===== src/common/cecc_pkg.sv =====
package cecc_pkg;

  // Register byte addresses.
  localparam logic [31:0] CECC_ADDR_ENABLE = 32'h4004_0300;
  localparam logic [31:0] CECC_ADDR_LADDR = 32'h4004_0304;
  localparam logic [31:0] CECC_ADDR_SRESET = 32'h4004_0308;
  localparam logic [31:0] CECC_ADDR_RXEN = 32'h4004_030c;
  localparam logic [31:0] CECC_ADDR_RXBUF = 32'h4004_0310;
  localparam logic [31:0] CECC_ADDR_RCFG1 = 32'h4004_0314;
  localparam logic [31:0] CECC_ADDR_RCFG2 = 32'h4004_0318;
  localparam logic [31:0] CECC_ADDR_RCFG3 = 32'h4004_031c;
  localparam logic [31:0] CECC_ADDR_TXEN = 32'h4004_0320;
  localparam logic [31:0] CECC_ADDR_TXBUF = 32'h4004_0324;
  localparam logic [31:0] CECC_ADDR_TXCFG = 32'h4004_0328;
  localparam logic [31:0] CECC_ADDR_RXSTAT = 32'h4004_032c;
  localparam logic [31:0] CECC_ADDR_TXSTAT = 32'h4004_0330;
  localparam logic [31:0] CECC_ADDR_IMASK = 32'h4004_0334;

  // Field positions.
  localparam int CECC_EN_MODULE_BIT = 0;
  localparam int CECC_EN_IDLE_BIT = 1;
  localparam int CECC_SRESET_BIT = 0;
  localparam int CECC_RXEN_BIT = 0;
  localparam int CECC_BUF_EOM_BIT = 8;
  localparam int CECC_BUF_ACK_BIT = 9;
  localparam int CECC_STAT_DONE_BIT = 0;
  localparam int CECC_STAT_ERR_BIT = 1;
  localparam logic [3:0] CECC_BROADCAST = 4'hf;
  localparam logic [3:0] CECC_LAST_BIT = 4'h9;

  // Values after reset.
  localparam logic [15:0] CECC_LADDR_RST = 16'h0000;
  localparam logic [31:0] CECC_CFG_RST = 32'h0000_0000;
  localparam logic [9:0] CECC_RXBUF_RST = 10'h000;

  // Sampling clock derived from the 100 MHz system clock.
  localparam int CECC_CLK_HZ = 100_000_000;
  localparam int CECC_SAMPLE_HZ = 32_000;
  localparam int CECC_TICK_DIV = CECC_CLK_HZ / CECC_SAMPLE_HZ;
  localparam logic [11:0] CECC_TICK_LAST = 12'(CECC_TICK_DIV - 1);

  // Line timing in microseconds, converted to sample ticks.
  localparam int CECC_START_MIN_US = 3500;
  localparam int CECC_SAMPLE_US = 1050;
  localparam int CECC_ACK_HOLD_US = 1500;
  localparam int CECC_TIMEOUT_US = 2750;
  localparam logic [7:0] CECC_START_MIN_TICKS =
    8'((CECC_START_MIN_US * 32 + 999) / 1000);
  localparam logic [7:0] CECC_SAMPLE_TICKS =
    8'((CECC_SAMPLE_US * 32 + 999) / 1000);
  localparam logic [7:0] CECC_ACK_HOLD_TICKS =
    8'((CECC_ACK_HOLD_US * 32 + 999) / 1000);
  localparam logic [7:0] CECC_TIMEOUT_TICKS =
    8'((CECC_TIMEOUT_US * 32) / 1000);

  typedef enum logic [1:0] {
    CECC_RX_IDLE,
    CECC_RX_START,
    CECC_RX_WAIT,
    CECC_RX_BIT
  } cecc_rx_state_e;

endpackage


===== src/design/cecc_ctrl.sv =====
// Local design decision: the strobed register port.
`timescale 1ns/100ps
`default_nettype none

// Functional notes
// RQ1: Fourteen registers at consecutive word addresses.
// RQ2: Module disabled freezes all but enable register.
// RQ3: Disabling keeps every programmed register value.
// RQ4: Idle-run bit keeps block alive in IDLE.
// RQ5: Both enable bits may be written together.
// RQ6: Address map bit n claims logical address n.
// RQ7: Broadcast frames are received regardless of map.
// RQ8: Map bit 15 makes broadcasts acknowledged low.
// RQ9: Soft reset aborts reception, discards data.
// RQ10: Soft reset stops transmit and releases line.
// RQ11: Soft reset clears all registers but enable.
// RQ12: Receive enable read shows actual receiver state.
// RQ13: Software programs receive setup before enabling.
// RQ14: Software stops traffic before changing settings.
// RQ15: Buffer holds byte, EOM bit 8, ACK bit 9.
// RQ16: Writes to the receive buffer are ignored.
// RQ17: Software reads buffer promptly after interrupt.
// RQ18: Line sampled and timed at 32 kHz ticks.
// RQ19: Byte, EOM, ACK load together, then interrupt.
module cecc_ctrl (
  // Clock and reset.
  input wire logic clock_i,
  input wire logic reset_i,
  // Register port.
  input wire logic [31:0] addr_i,
  input wire logic [31:0] wdata_i,
  input wire logic wr_i,
  input wire logic rd_i,
  output logic [31:0] rdata_o,
  // Interrupt.
  output logic irq_o,
  // Power mode from the system.
  input wire logic idle_mode_i,
  // Open-drain bus line.
  input wire logic cec_i,
  output logic cec_o,
  output logic cec_oe_o
);
  import cecc_pkg::*;

  function automatic logic addr_claimed(input logic [15:0] map,
                                        input logic [3:0] dest);
    addr_claimed = map[dest];
  endfunction

  // Register group state.
  logic module_en_r, module_en_nxt;
  logic idle_run_r, idle_run_nxt;
  logic [15:0] laddr_map_r, laddr_map_nxt;
  logic rx_en_req_r, rx_en_req_nxt;
  logic [9:0] rxbuf_r, rxbuf_nxt;
  logic [31:0] cfg_r [0:5];
  logic [31:0] cfg_nxt [0:5];
  logic [1:0] stat_r, stat_nxt;
  logic [1:0] imask_r, imask_nxt;
  logic [31:0] rdata_r, rdata_nxt;
  logic irq_r, irq_nxt;

  // Receiver group state.
  cecc_rx_state_e rx_state_r, rx_state_nxt;
  logic [11:0] div_r, div_nxt;
  logic [7:0] cnt_r, cnt_nxt;
  logic [3:0] bit_idx_r, bit_idx_nxt;
  logic [9:0] shift_r, shift_nxt;
  logic first_r, first_nxt;
  logic accept_r, accept_nxt;
  logic ack_ok_r, ack_ok_nxt;
  logic drive_r, drive_nxt;
  logic rx_run_r, rx_run_nxt;
  logic sync1_r, sync2_r, sync3_r;
  logic line_r, line_nxt;

  // Cross-group combinational signals.
  logic active;
  logic soft_rst;
  logic rx_load;
  logic rx_err;
  logic [9:0] rx_word;
  logic tick;
  logic fall;
  logic rise;
  logic [3:0] dest;
  logic acc_now;

  // A disabled module stops everything except its enable register; the
  // idle-run bit additionally keeps the block running in IDLE.
  assign active = module_en_r & (~idle_mode_i | idle_run_r); // RQ2 RQ4
  assign soft_rst = wr_i && module_en_r && (addr_i == CECC_ADDR_SRESET)
    && wdata_i[CECC_SRESET_BIT]; // RQ9 RQ10 RQ11

  // Pin synchroniser: three stages, a change counts when 2 and 3 agree.
  always_ff @(posedge clock_i) begin
    if (reset_i) begin
      sync1_r <= 1'b1;
      sync2_r <= 1'b1;
      sync3_r <= 1'b1;
    end else begin
      sync1_r <= cec_i;
      sync2_r <= sync1_r;
      sync3_r <= sync2_r;
    end
  end

  always_comb begin
    line_nxt = (sync2_r == sync3_r) ? sync3_r : line_r;
    fall = line_r & ~line_nxt;
    rise = ~line_r & line_nxt;
    tick = (div_r == CECC_TICK_LAST); // RQ18
    dest = shift_r[4:1];
    acc_now = first_r ? (addr_claimed(laddr_map_r, dest)
                         | (dest == CECC_BROADCAST)) // RQ6 RQ7
                      : accept_r;
    rx_word = {line_r, shift_r[0], shift_r[8:1]}; // RQ15
  end

  always_comb begin
    rx_state_nxt = rx_state_r;
    div_nxt = div_r;
    cnt_nxt = cnt_r;
    bit_idx_nxt = bit_idx_r;
    shift_nxt = shift_r;
    first_nxt = first_r;
    accept_nxt = accept_r;
    ack_ok_nxt = ack_ok_r;
    drive_nxt = drive_r;
    rx_run_nxt = rx_run_r;
    rx_load = 1'b0;
    rx_err = 1'b0;
    if (soft_rst) begin
      rx_state_nxt = CECC_RX_IDLE; // RQ9
      div_nxt = 12'h000;
      cnt_nxt = 8'h00;
      bit_idx_nxt = 4'h0;
      shift_nxt = 10'h000;
      first_nxt = 1'b0;
      accept_nxt = 1'b0;
      ack_ok_nxt = 1'b0;
      drive_nxt = 1'b0; // RQ10
      rx_run_nxt = 1'b0;
    end else if (active) begin
      div_nxt = tick ? 12'h000 : div_r + 12'h001;
      if (tick && cnt_r != 8'hff) begin
        cnt_nxt = cnt_r + 8'h01;
      end
      case (rx_state_r)
        CECC_RX_IDLE: begin
          if (fall && rx_run_r) begin
            rx_state_nxt = CECC_RX_START;
            cnt_nxt = 8'h00;
          end
        end
        CECC_RX_START: begin
          if (rise) begin
            if (cnt_r >= CECC_START_MIN_TICKS) begin
              rx_state_nxt = CECC_RX_WAIT;
              bit_idx_nxt = 4'h0;
              first_nxt = 1'b1;
              cnt_nxt = 8'h00;
            end else begin
              rx_state_nxt = CECC_RX_IDLE;
            end
          end
        end
        CECC_RX_WAIT: begin
          if (fall) begin
            rx_state_nxt = CECC_RX_BIT;
            cnt_nxt = 8'h00;
            // The follower pulls the acknowledge slot low; with map bit
            // 15 set this applies to broadcasts as well.
            if (bit_idx_r == CECC_LAST_BIT) begin
              drive_nxt = first_r ? addr_claimed(laddr_map_r, dest)
                                  : ack_ok_r; // RQ8
            end
          end else if (tick && cnt_r >= CECC_TIMEOUT_TICKS) begin
            rx_state_nxt = CECC_RX_IDLE;
            rx_err = (bit_idx_r != 4'h0);
          end
        end
        CECC_RX_BIT: begin
          if (tick && cnt_r == CECC_SAMPLE_TICKS) begin
            rx_state_nxt = CECC_RX_WAIT;
            if (bit_idx_r == CECC_LAST_BIT) begin
              bit_idx_nxt = 4'h0;
              first_nxt = 1'b0;
              if (first_r) begin
                accept_nxt = acc_now;
                ack_ok_nxt = addr_claimed(laddr_map_r, dest);
              end
              rx_load = acc_now; // RQ19
              shift_nxt = 10'h000;
            end else begin
              bit_idx_nxt = bit_idx_r + 4'h1;
              shift_nxt = {shift_r[8:0], line_r};
            end
          end
        end
        default: begin
          rx_state_nxt = CECC_RX_IDLE;
        end
      endcase
      if (drive_r && tick && cnt_r >= CECC_ACK_HOLD_TICKS) begin
        drive_nxt = 1'b0;
      end
      // The enable takes effect on a sample tick, and a new enable only
      // while the receiver is idle, so the read-back lags the write.
      if (tick) begin
        if (!rx_en_req_r) begin
          rx_run_nxt = 1'b0; // RQ12
          rx_state_nxt = CECC_RX_IDLE;
          drive_nxt = 1'b0;
        end else if (rx_state_r == CECC_RX_IDLE) begin
          rx_run_nxt = 1'b1; // RQ12
        end
      end
    end
  end

  always_ff @(posedge clock_i) begin
    if (reset_i) begin
      rx_state_r <= CECC_RX_IDLE;
      div_r <= 12'h000;
      cnt_r <= 8'h00;
      bit_idx_r <= 4'h0;
      shift_r <= 10'h000;
      first_r <= 1'b0;
      accept_r <= 1'b0;
      ack_ok_r <= 1'b0;
      drive_r <= 1'b0;
      rx_run_r <= 1'b0;
      line_r <= 1'b1;
    end else begin
      rx_state_r <= rx_state_nxt;
      div_r <= div_nxt;
      cnt_r <= cnt_nxt;
      bit_idx_r <= bit_idx_nxt;
      shift_r <= shift_nxt;
      first_r <= first_nxt;
      accept_r <= accept_nxt;
      ack_ok_r <= ack_ok_nxt;
      drive_r <= drive_nxt;
      rx_run_r <= rx_run_nxt;
      line_r <= line_nxt;
    end
  end

  // Register file.
  always_comb begin
    logic wr_ok;
    logic [1:0] clr;
    wr_ok = wr_i & module_en_r; // RQ2 RQ3
    clr = 2'b00;
    module_en_nxt = module_en_r;
    idle_run_nxt = idle_run_r;
    laddr_map_nxt = laddr_map_r;
    rx_en_req_nxt = rx_en_req_r;
    rxbuf_nxt = rxbuf_r;
    for (int i = 0; i < 6; i++) begin
      cfg_nxt[i] = cfg_r[i];
    end
    imask_nxt = imask_r;
    rdata_nxt = 32'h0000_0000;
    if (wr_i && addr_i == CECC_ADDR_ENABLE) begin
      module_en_nxt = wdata_i[CECC_EN_MODULE_BIT]; // RQ5
      idle_run_nxt = wdata_i[CECC_EN_IDLE_BIT]; // RQ4 RQ5
    end else if (wr_ok && addr_i == CECC_ADDR_LADDR) begin
      laddr_map_nxt = wdata_i[15:0]; // RQ6
    end else if (wr_ok && addr_i == CECC_ADDR_RXEN) begin
      rx_en_req_nxt = wdata_i[CECC_RXEN_BIT];
    end else if (wr_ok && addr_i == CECC_ADDR_RCFG1) begin
      cfg_nxt[0] = wdata_i;
    end else if (wr_ok && addr_i == CECC_ADDR_RCFG2) begin
      cfg_nxt[1] = wdata_i;
    end else if (wr_ok && addr_i == CECC_ADDR_RCFG3) begin
      cfg_nxt[2] = wdata_i;
    end else if (wr_ok && addr_i == CECC_ADDR_TXEN) begin
      cfg_nxt[3] = wdata_i;
    end else if (wr_ok && addr_i == CECC_ADDR_TXBUF) begin
      cfg_nxt[4] = wdata_i;
    end else if (wr_ok && addr_i == CECC_ADDR_TXCFG) begin
      cfg_nxt[5] = wdata_i;
    end else if (wr_ok && addr_i == CECC_ADDR_RXSTAT) begin
      clr = wdata_i[1:0];
    end else if (wr_ok && addr_i == CECC_ADDR_IMASK) begin
      imask_nxt = wdata_i[1:0];
    end
    // The receive buffer has no write path at all. RQ16
    if (rx_load) begin
      rxbuf_nxt = rx_word; // RQ19
    end
    // A new event wins over a clear landing in the same cycle.
    stat_nxt = (stat_r & ~clr)
      | {rx_err, rx_load}; // RQ19
    if (soft_rst) begin
      laddr_map_nxt = CECC_LADDR_RST; // RQ11
      rx_en_req_nxt = 1'b0;
      rxbuf_nxt = CECC_RXBUF_RST; // RQ9
      for (int i = 0; i < 6; i++) begin
        cfg_nxt[i] = CECC_CFG_RST;
      end
      stat_nxt = 2'b00;
      imask_nxt = 2'b00;
    end
    if (rd_i) begin
      if (addr_i == CECC_ADDR_ENABLE) begin // RQ1
        rdata_nxt = {30'h0, idle_run_r, module_en_r};
      end else if (addr_i == CECC_ADDR_LADDR) begin
        rdata_nxt = {16'h0, laddr_map_r};
      end else if (addr_i == CECC_ADDR_RXEN) begin
        rdata_nxt = {31'h0, rx_run_r}; // RQ12
      end else if (addr_i == CECC_ADDR_RXBUF) begin
        rdata_nxt = {22'h0, rxbuf_r}; // RQ15
      end else if (addr_i == CECC_ADDR_RCFG1) begin
        rdata_nxt = cfg_r[0];
      end else if (addr_i == CECC_ADDR_RCFG2) begin
        rdata_nxt = cfg_r[1];
      end else if (addr_i == CECC_ADDR_RCFG3) begin
        rdata_nxt = cfg_r[2];
      end else if (addr_i == CECC_ADDR_TXEN) begin
        rdata_nxt = cfg_r[3];
      end else if (addr_i == CECC_ADDR_TXBUF) begin
        rdata_nxt = cfg_r[4];
      end else if (addr_i == CECC_ADDR_TXCFG) begin
        rdata_nxt = cfg_r[5];
      end else if (addr_i == CECC_ADDR_RXSTAT) begin
        rdata_nxt = {30'h0, stat_r};
      end else if (addr_i == CECC_ADDR_IMASK) begin
        rdata_nxt = {30'h0, imask_r};
      end
    end
    irq_nxt = |(stat_nxt & imask_nxt);
  end

  always_ff @(posedge clock_i) begin
    if (reset_i) begin
      module_en_r <= 1'b0;
      idle_run_r <= 1'b0;
      laddr_map_r <= CECC_LADDR_RST;
      rx_en_req_r <= 1'b0;
      rxbuf_r <= CECC_RXBUF_RST;
      for (int i = 0; i < 6; i++) begin
        cfg_r[i] <= CECC_CFG_RST;
      end
      stat_r <= 2'b00;
      imask_r <= 2'b00;
      rdata_r <= 32'h0000_0000;
      irq_r <= 1'b0;
    end else begin
      module_en_r <= module_en_nxt;
      idle_run_r <= idle_run_nxt;
      laddr_map_r <= laddr_map_nxt;
      rx_en_req_r <= rx_en_req_nxt;
      rxbuf_r <= rxbuf_nxt;
      for (int i = 0; i < 6; i++) begin
        cfg_r[i] <= cfg_nxt[i];
      end
      stat_r <= stat_nxt;
      imask_r <= imask_nxt;
      rdata_r <= rdata_nxt;
      irq_r <= irq_nxt;
    end
  end

  assign rdata_o = rdata_r;
  assign irq_o = irq_r;
  // Open drain: only ever pulls low.
  assign cec_o = 1'b0;
  assign cec_oe_o = drive_r;

endmodule

`default_nettype wire


===== config.mk =====
export PLATFORM = sky130hd
export DESIGN_NAME = cecc_ctrl
export DESIGN_NICKNAME = d
export VERILOG_FILES = /design/src/common/cecc_pkg.sv /design/src/design/cecc_ctrl.sv
export SDC_FILE = /design/constraint.sdc
export NUM_CORES = 1
export LEC_CHECK = 0
export BUFFER_PORTS_ARGS = -buffer_cell sky130_fd_sc_hd__buf_2
export CORE_MARGIN = 2
export CORE_UTILIZATION = 60
export CTS_CLUSTER_SIZE = 28
export DETAILED_ROUTE_END_ITERATION = 6
export PLACE_DENSITY = 0.9
export RECOVER_POWER = 100
export SYNTH_ARGS = -nofsm -noshare
export SYNTH_HDL_FRONTEND = slang
export SYNTH_SLANG_ARGS = --single-unit

===== constraint.sdc =====
create_clock -name clock_i -period 5.1 [get_ports clock_i]
set_input_delay 0.765 -clock clock_i [delete_from_list [all_inputs] [get_ports clock_i]]
set_output_delay 0.765 -clock clock_i [all_outputs]
set_load 0.03 [all_outputs]

==> metrics list, run 1 <==
- The synthesized netlist occupies a cell area of 0.0128 mm2.
- Data arrival at the endpoint of the critical path: 4.50 ns
* Dpl hpwl: 22700 um
- Entering global routing, the biggest net connects 106 pins.
- Row count: 53
* Top FF cell, synth: sky130_fd_sc_hd__dfxtp_1
- Die width: 150 um
- The endpoint identified for the worst register-to-register timing path is irq_o$_SDFF_PP0_.
* Worst Reg2Reg Path Length in Cells: 6
- In the finished design, the share of the clock period the worst path needs comes to 0.804.
* Global-route wire length before repair: 59000 um
- Number of instances in the synthesized netlist: 1637
* Category of the worst setup path capture point: register
- For this configuration, the core starts out at a cell density of 0.610.
- Number of design-rule violations left by the first detailed-router iteration: 1682
- The final hold violation count came to 0.
- Final Power: 4820 uW
- The longest clock path from root to sink contains 3 buffers.
- The first detailed-routing pass ran for 7 iterations.
* Final worst path period need: 4.10 ns
- Setup violations remaining at the end of the flow were counted as 0.
* Cell Area, Placed: 0.0135 mm2
* Number of antenna violations at the first check in global routing: 0
- After synthesis, the mean cell area works out to 7.84 um2.
* Static Leakage: 0.00488 uW
* Count of boundary I/O pins: 105
- Yosys reg bits: 302
- Required time of the worst setup path: 5.50 ns
- Sequential share of the synthesized area: 0.471
* Worst Setup Start Kind: primary input
- The largest individual stage delay along the critical path comes from the cell sky130_fd_sc_hd__clkbuf_1.
- The count of cells in the finished layout, fillers not included, comes to 1983.
- TritonCTS Buffers: 31
- The number of nets handed over by synthesis was 1715.
- The detail route stage leaves a number of antenna-violating nets equal to 0.
- For this run, the total global-route usage over all layers was measured as 0.321.
* DIE HEIGHT: 150 um
* Post-detailed-route wirelength per cell: 18.5 um
- Power spread over the standard cell area amounts to 333 mW/mm2.
- Final wirelength: 36700 um
- Unrepaired setup endpoints after global routing: no
- Fraction of power spent switching nets: 0.223
- Htree depth: 1
- The worst hold path passes through 2 cells.
- Measured against the total synthesized area, the mux share comes to 0.0443.
- The number of setup buffers added after CTS is 0.
* EDFF count, synth: 0
* Vias in the first global route: 11800
- The cell sitting at the root of the clock tree is a sky130_fd_sc_hd__clkbuf_16.
- After synthesis, the largest family of logic cells by area is simple AND/OR/NAND/NOR gates.
* Worst path most repeated cell: sky130_fd_sc_hd__clkbuf_1
- Summing over every cut layer, the via total after detailed routing is 12400.
- Number of distinct library cells after synthesis: 69
- Of the cells placed in the final design, the portion with a size suffix greater than 1 is 0.0995.
* Filler Cells Inserted: 1596
* Yosys warning count: 0
- After detailed routing, the number of remaining DRC violations is 41.
- For this run, asynchronously set or reset flops after synthesis account for 0.
- Final core area utilization: 0.689
- The most critical setup path has its startpoint at addr_i[3].
- Switching power total: 1080 uW
- The clock drives 302 sinks.
- For this run the aggregate overflow at the end of global routing stands at 0.
- After routing, the total negative slack on setup checks comes to 0 ns.
* Layout Cell Area excl Fill: 0.0145 mm2
* Int Power: 3750 uW
- At the pin with the least slew margin, the transition time is 2.10 ns.
- The fraction of the mapped netlist area in compound gates came to 0.184.
- The flow ran to the end, but the final reports show violations.
- Highest clock frequency the design can meet: 244 MHz
- The tightest min-delay check is of the primary input to register type.
- Max-cap violation count: 1
* Worst Path Max Fanout: 43
* Count of hold-fix buffers inserted at cts: 0
- Clock share of power: 0.479
- Of the total synthesized cell area, the portion taken by XOR and XNOR cells is 0.0102.
- The most critical setup path has its endpoint at cfg_r[2][12]$_SDFFE_PP0P_.
* Violated checks: design-rule violations, max-capacitance violations, max-slew violations
- Final Max Tran Viols: 44
- Of the total power, registers draw 0.490.
* Number of port buffers: 103
- After the last flow step, the layout net total stands at 1761.
- The critical path goes through clkbuf_1 > nor4bb_1 > clkbuf_1 > nand3_1 > clkbuf_1 > nand2_1 > a21oi_1.
- Slew Limit Headroom: -0.401
- TritonCTS built the clock tree.
* Number of inserted diodes: 0
- The worst register-to-register path has a setup slack of 1.80 ns.
* Post-synthesis simple-gate area fraction: 0.239
- Dividing the detail-routed via count by the number of cells gives 6.24.
- Clock skew on the completed layout was measured at 0.0108 ns.
- Total instance count after detailed placement: 1925
- Clock slew at reported path FFs: 0.06 ns
- For the worst-skew pair, the clock arrives at the later sink with an insertion delay of 0.56 ns.
- Combinational share of power: 0.031
- IR analysis of the VDD net gives a maximum drop of 0.279 mV.
- Area of the die: 0.0226 mm2
* Adder-cell area share of the yosys netlist: 0.00780
* CTS-repair resized insts: 0
* Maximum single-stage delay on the critical path: 1.48 ns
- The floorplan step defined a core boundary enclosing 0.0210 mm2.
- WS Path Type: primary input to register
* Global placement routability congestion: 0.890
- In this run the critical register-to-register path is launched from div_r[3]$_SDFFE_PP0P_.
- Synth-to-layout area growth: 12.8%
## layout make-up
type	count	area, um2	area share
clock buffer	39	856	0.0591
clock inverter	19	194	0.0134
inverter	20	75.1	0.00519
multi-input combinational	1198	6260	0.432
sequential	302	6050	0.418
tap	275	344	0.0238
timing repair buffer	130	703	0.0486
## worst min-delay path by stage
stage / slack [ns] / start / to
5_1_grt: 0.39 / cec_i / sync1_r$_SDFF_PP1_
2_1_floorplan: 0.39 / sync1_r$_SDFF_PP1_ / sync2_r$_SDFF_PP1_
3_3_place_gp: 0.39 / sync1_r$_SDFF_PP1_ / sync2_r$_SDFF_PP1_
6_report: 0.39 / cec_i / sync1_r$_SDFF_PP1_
3_5_place_dp: 0.39 / sync1_r$_SDFF_PP1_ / sync2_r$_SDFF_PP1_
4_1_cts: 0.39 / cec_i / sync1_r$_SDFF_PP1_
## logic make-up (layout without fill, tap and decap cells)
kind of cell | after synthesis | count (layout)
AO/OA/AOI/OAI | 405 | 405
XOR/XNOR | 15 | 15
adder cells (fa/ha/maj) | 8 | 8
buffers and inverters | 137 | 208
flip-flops | 302 | 302
multiplexers | 53 | 53
other | 1 | 1
AND/OR/NAND/NOR | 716 | 716
## per-layer routing
layer / GRT usage / share of wire
met1: 0.417 / 0.39
met2: 0.526 / 0.46
met3: 0.0576 / 0.11
met4: 0.138 / 0.037
met5: 0 / 0
## placed cells by master (no fill, tap or decap), types with 9 or more instances in the layout
cell type / instances
sky130_fd_sc_hd__nand2_1: 513
sky130_fd_sc_hd__dfxtp_1: 302
sky130_fd_sc_hd__a21oi_1: 263
sky130_fd_sc_hd__buf_2: 67
sky130_fd_sc_hd__o21ai_0: 60
sky130_fd_sc_hd__nor2_1: 57
sky130_fd_sc_hd__mux2i_1: 50
sky130_fd_sc_hd__clkbuf_1: 41
sky130_fd_sc_hd__clkbuf_16: 31
sky130_fd_sc_hd__a222oi_1: 29
sky130_fd_sc_hd__nand3_1: 28
sky130_fd_sc_hd__buf_4: 22
sky130_fd_sc_hd__nor3_1: 21
sky130_fd_sc_hd__inv_1: 20
sky130_fd_sc_hd__nand4_1: 11
sky130_fd_sc_hd__and2_0: 10
sky130_fd_sc_hd__nor4_1: 9
sky130_fd_sc_hd__xor2_1: 9
sky130_fd_sc_hd__clkinv_2: 9
## power by group through the flow
stage          Combinational, uW  Sequential [uW]  Clock, uW
5_1_grt                      158             2360       2420
4_1_cts                      145             2360       2310
3_5_place_dp                 144             2410          0
2_1_floorplan               69.5             2410          0
6_report                     150             2360       2310
3_3_place_gp                 144             2410          0
## critical path, delay by kind of cell
kind	cells	cell delay, ns
and+or+nand+nor	3	1.19
AOI/OAI and AO/OA	1	0.09
buffers and inverters	3	2.44
## sequential cells by signal, indices dropped and copies added (netlist names), 4 cells and up
signal	cells
div_r	12
rdata_o	32
shift_r	9
laddr_map_r	16
rxbuf_r	10
cnt_r	8
cfg_r	192
bit_idx_r	4
## per-stage QoR
stage | setup slack (ns) | hold WS [ns]
2_1_floorplan | 2.09 | 0.389
3_3_place_gp | 1.23 | 0.392
3_5_place_dp | 1.23 | 0.394
4_1_cts | 1.66 | 0.389
5_1_grt | 0.918 | 0.390
6_report | 0.999 | 0.393
## Yosys cell counts (5+ instances only)
cell                       number  share of area
sky130_fd_sc_hd__buf_1         11         0.0032
sky130_fd_sc_hd__clkbuf_1      83          0.024
sky130_fd_sc_hd__mux2i_1       50          0.039
sky130_fd_sc_hd__nand2_1      513           0.15
sky130_fd_sc_hd__o21ai_0       58          0.023
sky130_fd_sc_hd__a222oi_1      29          0.023
sky130_fd_sc_hd__or2_2          7         0.0034
sky130_fd_sc_hd__a22oi_1        6         0.0035
sky130_fd_sc_hd__ha_1           8         0.0078
sky130_fd_sc_hd__and3_1         6         0.0029
sky130_fd_sc_hd__a31oi_1        6         0.0029
sky130_fd_sc_hd__xor2_1         9         0.0061
sky130_fd_sc_hd__inv_1         20         0.0059
sky130_fd_sc_hd__xnor2_1        6         0.0041
sky130_fd_sc_hd__or3_1          5         0.0024
sky130_fd_sc_hd__nand2b_1       6         0.0029
sky130_fd_sc_hd__and2_1        13         0.0063
sky130_fd_sc_hd__nand3_1       28          0.011
sky130_fd_sc_hd__a21oi_1      263           0.10
sky130_fd_sc_hd__or4_1          5         0.0029
sky130_fd_sc_hd__nand4_1       11         0.0054
sky130_fd_sc_hd__buf_2         20         0.0078
sky130_fd_sc_hd__dfxtp_1      302           0.47
sky130_fd_sc_hd__nor2_1        57          0.017
sky130_fd_sc_hd__nor3_1        25         0.0098
sky130_fd_sc_hd__nor4_1        10         0.0049
Note: power is estimated with default switching activity, not from simulation.
==> inputs of run 2 (changes only) <==
clock period = 4 ns   (was 5.1 ns; I/O delays follow)
==> metrics list, run 2 (synthesis gave the netlist of run 1 again) <==
- The run finished, with violations left.
- The final reports fail on design-rule violations.
- The die covers 0.0226 mm2.
- Detailed-routing iteration count for the pre-antenna-repair pass: 7
* Pin count of the biggest net entering global routing: 99
- CTS tree: built
- Setup violations remaining at the end of the flow were counted as 0.
* Setup total negative slack: 0 ns
- In the final layout, the share of cells above drive strength 1 is 0.104.
* GRT Max-Usage Layer: met2
- Counting flops per register, the top entry is cfg_r.
- Setup slack on the worst flop-to-flop path: 0.91 ns
* Required time of the worst setup path: 4.42 ns
- Power Dens Cells: 419 mW/mm2
* Worst Reg2Reg Path Length in Cells: 6
- The first global-routing pass estimated 59700 um of wire.
- Dpl hpwl: 23000 um
- Leaving out fill and tap cells, the most frequent cell in the layout is sky130_fd_sc_hd__nand2_1.
* Global Route Usage Sum: 0.327
- Following the worst setup path forward leads to its endpoint at cnt_r[4]$_SDFFE_PP0P_.
- The startpoint identified for the worst register-to-register timing path is div_r[3]$_SDFFE_PP0P_.
* Clock root buffer: sky130_fd_sc_hd__clkbuf_16
* Count of boundary I/O pins: 105
- Number of port buffers: 103
- Endpoint of the worst-slack reg-to-reg timing path: irq_o$_SDFF_PP0_
- Post-Route Skew: 0.0256 ns
- Global placement routability congestion: 0.932
* Layout Cell Area excl Fill: 0.0145 mm2
- Placeable core region: 0.0210 mm2
- The register with the most flip-flops in the layout has 192 of them.
* Number of vias in the routed layout: 12500
- The worst path needs 3.36 ns of the cycle, external delays included.
- Die width: 150 um
* Clock slew at reported path FFs: 0.06 ns
- Routing usage on met2: 0.536
* Post-detailed-route wirelength per cell: 18.7 um
- Final wirelength: 37300 um
- Number of nets with antenna violations after routing: 0
* Post-route fraction of the period consumed by the critical path: 0.840
- For this design the static power due to leakage is 0.00493 uW.
- After detailed placement, the total cell area comes to 0.0136 mm2.
* CTS-repair resized insts: 0
- For this configuration, the core starts out at a cell density of 0.610.
- The final-report max-slew violation count is 0.
- Htree depth: 1
- The final hold violation count was 0.
* Worst Path Max Fanout: 38
- Data arrival at the endpoint of the critical path: 3.78 ns
- TritonCTS Buffers: 29
- Buffers added to address setup during post-CTS repair amount to 0.
- Vias in the first global route: 12000
- The longest clock path from root to sink contains 3 buffers.
- The net count of the finished layout is 1771.
- Highest clock frequency the design can meet: 298 MHz
- Sinks on the clock net: 302
* Met3 Track Usage GR: 0.0639
- Worst Tran Pin Value: 1.45 ns
* Number of antenna violations at the first check in global routing: 0
* DIE HEIGHT: 150 um
- Critical path origin: addr_i[2]
* Max-cap violation count: 0
- Setup repair after global routing left no endpoint under its margin.
* WS Path Type: primary input to register
* Worst IR drop on VDD: 0.342 mV
- Most used cells in the layout excluding fill and tap cells: sky130_fd_sc_hd__nand2_1 (513), sky130_fd_sc_hd__dfxtp_1 (302), sky130_fd_sc_hd__a21oi_1 (263)
* Row count: 53
* M1 GR Usage: 0.425
* Count of hold-fix buffers inserted at cts: 0
- Number of inserted diodes: 0
- STA classifies the critical path endpoint as a register.
- The tightest min-delay check is of the primary input to register type.
- Number of design-rule violations left by the first detailed-router iteration: 1532
* Worst Setup Start Kind: primary input
- Overall overflow remaining after global route: 0
* Average vias per placed instance: 6.30
- Final core area utilization: 0.692
- Clock latency on the worst-skew pair, taken at its later pin, is 0.57 ns.
* Synth-to-layout area growth: 13.4%
- After detailed routing, the number of remaining DRC violations is 1.
- The worst pin sits at a relative slew slack of 0.0357.
run 2: cell types whose count changed in the layout (fill, tap and decap cells not counted), sizes merged:
cell,before,now
buf,92,103
inv,24,21
clkbuf,77,80
clkinv,10,7
run 2: final cells by class:
| type | count | area [um2] |
|---|---|---|
| clock buffer | 41 | 851 |
| clock inverter | 13 | 164 |
| fill | 1558 | 6470 |
| inverter | 20 | 75.1 |
| multi-input combinational | 1198 | 6260 |
| sequential | 302 | 6050 |
| tap | 275 | 344 |
| timing repair buffer | 142 | 805 |
run 2: metal layers:
metal / routed length (um) / vias to the layer above / share of wire
met5: 0 / - / 0
met4: 1400 / 0 / 0.037
met1: 14500 / 5882 / 0.39
met2: 17200 / 787 / 0.46
li1: - / 5718 / -
met3: 4200 / 147 / 0.11
run 2: worst min-delay path by stage:
| stage | startpoint | end | cells after the start |
|---|---|---|---|
| CTS | cec_i | sync1_r$_SDFF_PP1_ | 2 |
| global route | cec_i | sync1_r$_SDFF_PP1_ | 2 |
| finish | cec_i | sync1_r$_SDFF_PP1_ | 2 |
| global placement | sync1_r$_SDFF_PP1_ | sync2_r$_SDFF_PP1_ | 1 |
| detailed placement | sync1_r$_SDFF_PP1_ | sync2_r$_SDFF_PP1_ | 1 |
| floorplan | sync1_r$_SDFF_PP1_ | sync2_r$_SDFF_PP1_ | 1 |
run 2: power by group:
| part | leakage (uW) | internal (uW) | switching [uW] | total, uW |
|---|---|---|---|---|
| registers | 0.00243 | 3010 | 1.36 | 3010 |
| clock network | 0.000500 | 1680 | 1210 | 2890 |
| logic | 0.00199 | 55.2 | 140 | 195 |
run 2: worst max-delay path, cell delays in order:
cell                       delay [ns]
sky130_fd_sc_hd__clkbuf_1        0.12
sky130_fd_sc_hd__clkbuf_2        0.78
sky130_fd_sc_hd__nor2b_1         0.40
sky130_fd_sc_hd__and2_0          0.29
sky130_fd_sc_hd__nand2_1         0.08
sky130_fd_sc_hd__nor3_1          0.27
sky130_fd_sc_hd__or2_0           0.58
sky130_fd_sc_hd__clkbuf_2        0.51
sky130_fd_sc_hd__o41ai_1         0.14
run 2: per-stage QoR:
stage               total power [uW]  hold slack [ns]  setup WS [ns]  instances
global placement                3260            0.390          0.885       1937
global route                    6240            0.243          0.420       1991
detailed placement              3260            0.397          0.871       1937
finish                          6090            0.233          0.642       1991
CTS                             6080            0.229          0.899       1991
floorplan                       3160            0.389           1.15       1637
==> inputs of run 3 (changes only) <==
clock period = 3.3 ns   (was 4 ns; I/O delays follow)
==> metrics list, run 3 (synthesis gave the netlist of run 1 again) <==
- Status: complete, but fails checks
- Violated checks: design-rule violations
- Count of boundary I/O pins: 105
- Number of flip-flops in the largest register: 192
- In this run the horizontal extent of the chip is 150 um.
* Most frequent standard cell in the layout excluding fill and tap cells: sky130_fd_sc_hd__nand2_1
- The die covers 0.0226 mm2.
- Fraction of final layout cells with drive strength greater than 1: 0.105
- After clock tree synthesis, the clock-pin slew on the worst setup and hold paths is 0.06 ns.
- In this run the number of H-tree levels came out at 1.
- Leaving out fill and tap cells, the most frequent cells in the layout are sky130_fd_sc_hd__nand2_1 (513), sky130_fd_sc_hd__dfxtp_1 (302), sky130_fd_sc_hd__a21oi_1 (263).
- Including well taps, the total number of placed cells is 1940.
- Global-route wire length before repair: 60400 um
* Worst Reg2Reg Path Length in Cells: 7
- Clock Tree Buf Depth: 3
- In this run the critical register-to-register path is captured at irq_o$_SDFF_PP0_.
- WS Path Type: register to register
- Slew Limit Headroom: 0.369
* Detailed-routing iteration count for the pre-antenna-repair pass: 7
* Average vias per placed instance: 6.26
- Least setup slack across all paths after layout: 0.206 ns
- Placeable core region: 0.0210 mm2
* Post-Place Worst Slack: 0.365 ns
* Final layout net count: 1776
- Data arrival at the endpoint of the critical path: 3.56 ns
* Remaining routing DRC violations: 10
* Setup Buffers After CTS: 0
- Vias in the first global route: 12100
- Power Dens Cells: 511 mW/mm2
- Wires add up to 37800 um.
- Worst Path Max Fanout: 11
* Setup total negative slack: 0 ns
- Post-detailed-route wirelength per cell: 18.9 um
- Register name with the most flops: cfg_r
* Post-route fraction of the period consumed by the critical path: 0.938
- Across every metal layer, demand over resource in global routing totals 0.330.
* Worst setup path endpoint: irq_o$_SDFF_PP0_
- Detailed routing inserted a total of 12500 vias.
- After clock tree synthesis, the repair step resized 0 gates.
- Initial core utilization: 0.610
- The count of buffers added on input and output ports is 103.
* Category of the worst setup path capture point: register
- Final Max Tran Viols: 0
- Entering global routing, the biggest net connects 81 pins.
- The initial antenna violation count came to 0.
- The root buffer cell chosen for the clock tree is sky130_fd_sc_hd__clkbuf_16.
- Synth-to-layout area growth: 13.9%
* Total area of sequential cells: 0.00605 mm2
- TritonCTS Buffers: 31
- Counting every sink on the clock net gives 302.
* Filler Cells Inserted: 1562
- The multi-input combinational cells in the finished layout cover a total of 0.00626 mm2.
* Number of design-rule violations left by the first detailed-router iteration: 2027
- In this run the static leakage power is 0.00496 uW.
- For this design, the CTS-stage hold fixing added 0 buffers.
- The later pin in the worst-skew pair is clocked with a latency of 0.56 ns.
- Based on the critical path, the design can be clocked at up to 323 MHz.
- Setup violations remaining at the end of the flow were counted as 0.
* Non-filler instance count after layout: 1999
- DIE HEIGHT: 150 um
* Final worst path period need: 3.09 ns
* Unrepaired setup endpoints after global routing: no
- Number of nets with antenna violations after routing: 0
- Number of hold-slack violations in the final timing report: 0
* Worst Tran Pin Value: 0.947 ns
* Row count: 53
- Min-Delay Path Class: primary input to register
- Setup slack on the worst flop-to-flop path: 0.21 ns
* Overall overflow remaining after global route: 0
- The worst-case IR drop observed on VDD is 0.523 mV.
- Detailed placement ended at an HPWL of 22900 um.
- Across the run, the number of max-cap violations was 0.
- Routability-driven placement finished with a final weighted congestion of 0.950.
* Worst Setup Start Kind: register
* CTS tree: built
- On the final layout, the worst clock skew is 0.0179 ns.
* Critical path origin: div_r[3]$_SDFFE_PP0P_
- At the worst endpoint, the required time is 3.77 ns.
- Worst reg2reg path startpoint: div_r[3]$_SDFFE_PP0P_
-- run 3: cell types whose count changed in the layout (fill, tap and decap cells not counted), sizes merged --
cell,change
buf,+3
clkbuf,+2
clkinv,+2
diode,+2
clkinvlp,-1
-- run 3: layer usage --
metal / share of wire / GRT usage
met5: 0 / 0
met1: 0.39 / 0.423
met2: 0.46 / 0.545
met3: 0.11 / 0.0630
met4: 0.040 / 0.144
-- run 3: area by class of cell --
type                            count  share of cell area
Antenna cell                        2            0.000343
Clock buffer                       43              0.0610
Clock inverter                     14              0.0108
Inverter                           20             0.00514
Multi-Input combinational cell   1198               0.428
Sequential cell                   302               0.414
Tap cell                          275              0.0236
Timing Repair Buffer              145              0.0572
-- run 3: worst min-delay path by stage --
stage	endpoint	startpoint	slack [ns]	cells after the start
detailed placement	sync2_r$_SDFF_PP1_	sync1_r$_SDFF_PP1_	0.42	1
CTS	sync1_r$_SDFF_PP1_	cec_i	0.13	2
finish	sync1_r$_SDFF_PP1_	cec_i	0.14	2
global route	sync1_r$_SDFF_PP1_	cec_i	0.14	2
floorplan	sync2_r$_SDFF_PP1_	sync1_r$_SDFF_PP1_	0.39	1
global placement	sync2_r$_SDFF_PP1_	sync1_r$_SDFF_PP1_	0.39	1
-- run 3: critical path, cell delays in order, from the launching register on --
cell and delay, ns:
sky130_fd_sc_hd__dfxtp_1 0.34, sky130_fd_sc_hd__or4_1 0.51, sky130_fd_sc_hd__or4_1 0.54, sky130_fd_sc_hd__clkbuf_1 0.29, sky130_fd_sc_hd__or2_0 0.43, sky130_fd_sc_hd__a2111oi_4 0.40, sky130_fd_sc_hd__o21ai_0 0.20, sky130_fd_sc_hd__o32ai_2 0.30
-- run 3: metrics by stage --
stage / util / power, uW / area, um2 / hold slack [ns]
floorplan: - / 3840 / 12800 / 0.389
global placement: 0.648 / 3960 / 13600 / 0.391
detailed placement: 0.648 / 3960 / 13600 / 0.416
CTS: 0.698 / 7450 / 14700 / 0.132
global route: 0.695 / 7640 / 14600 / 0.139
finish: 0.695 / 7470 / 14600 / 0.138
-- run 3: where the power goes --
part | total [uW] | internal, uW | switching [uW]
sequential | 3650 | 3650 | 1.74
clock | 3580 | 2120 | 1470
combinational | 238 | 67.2 | 171
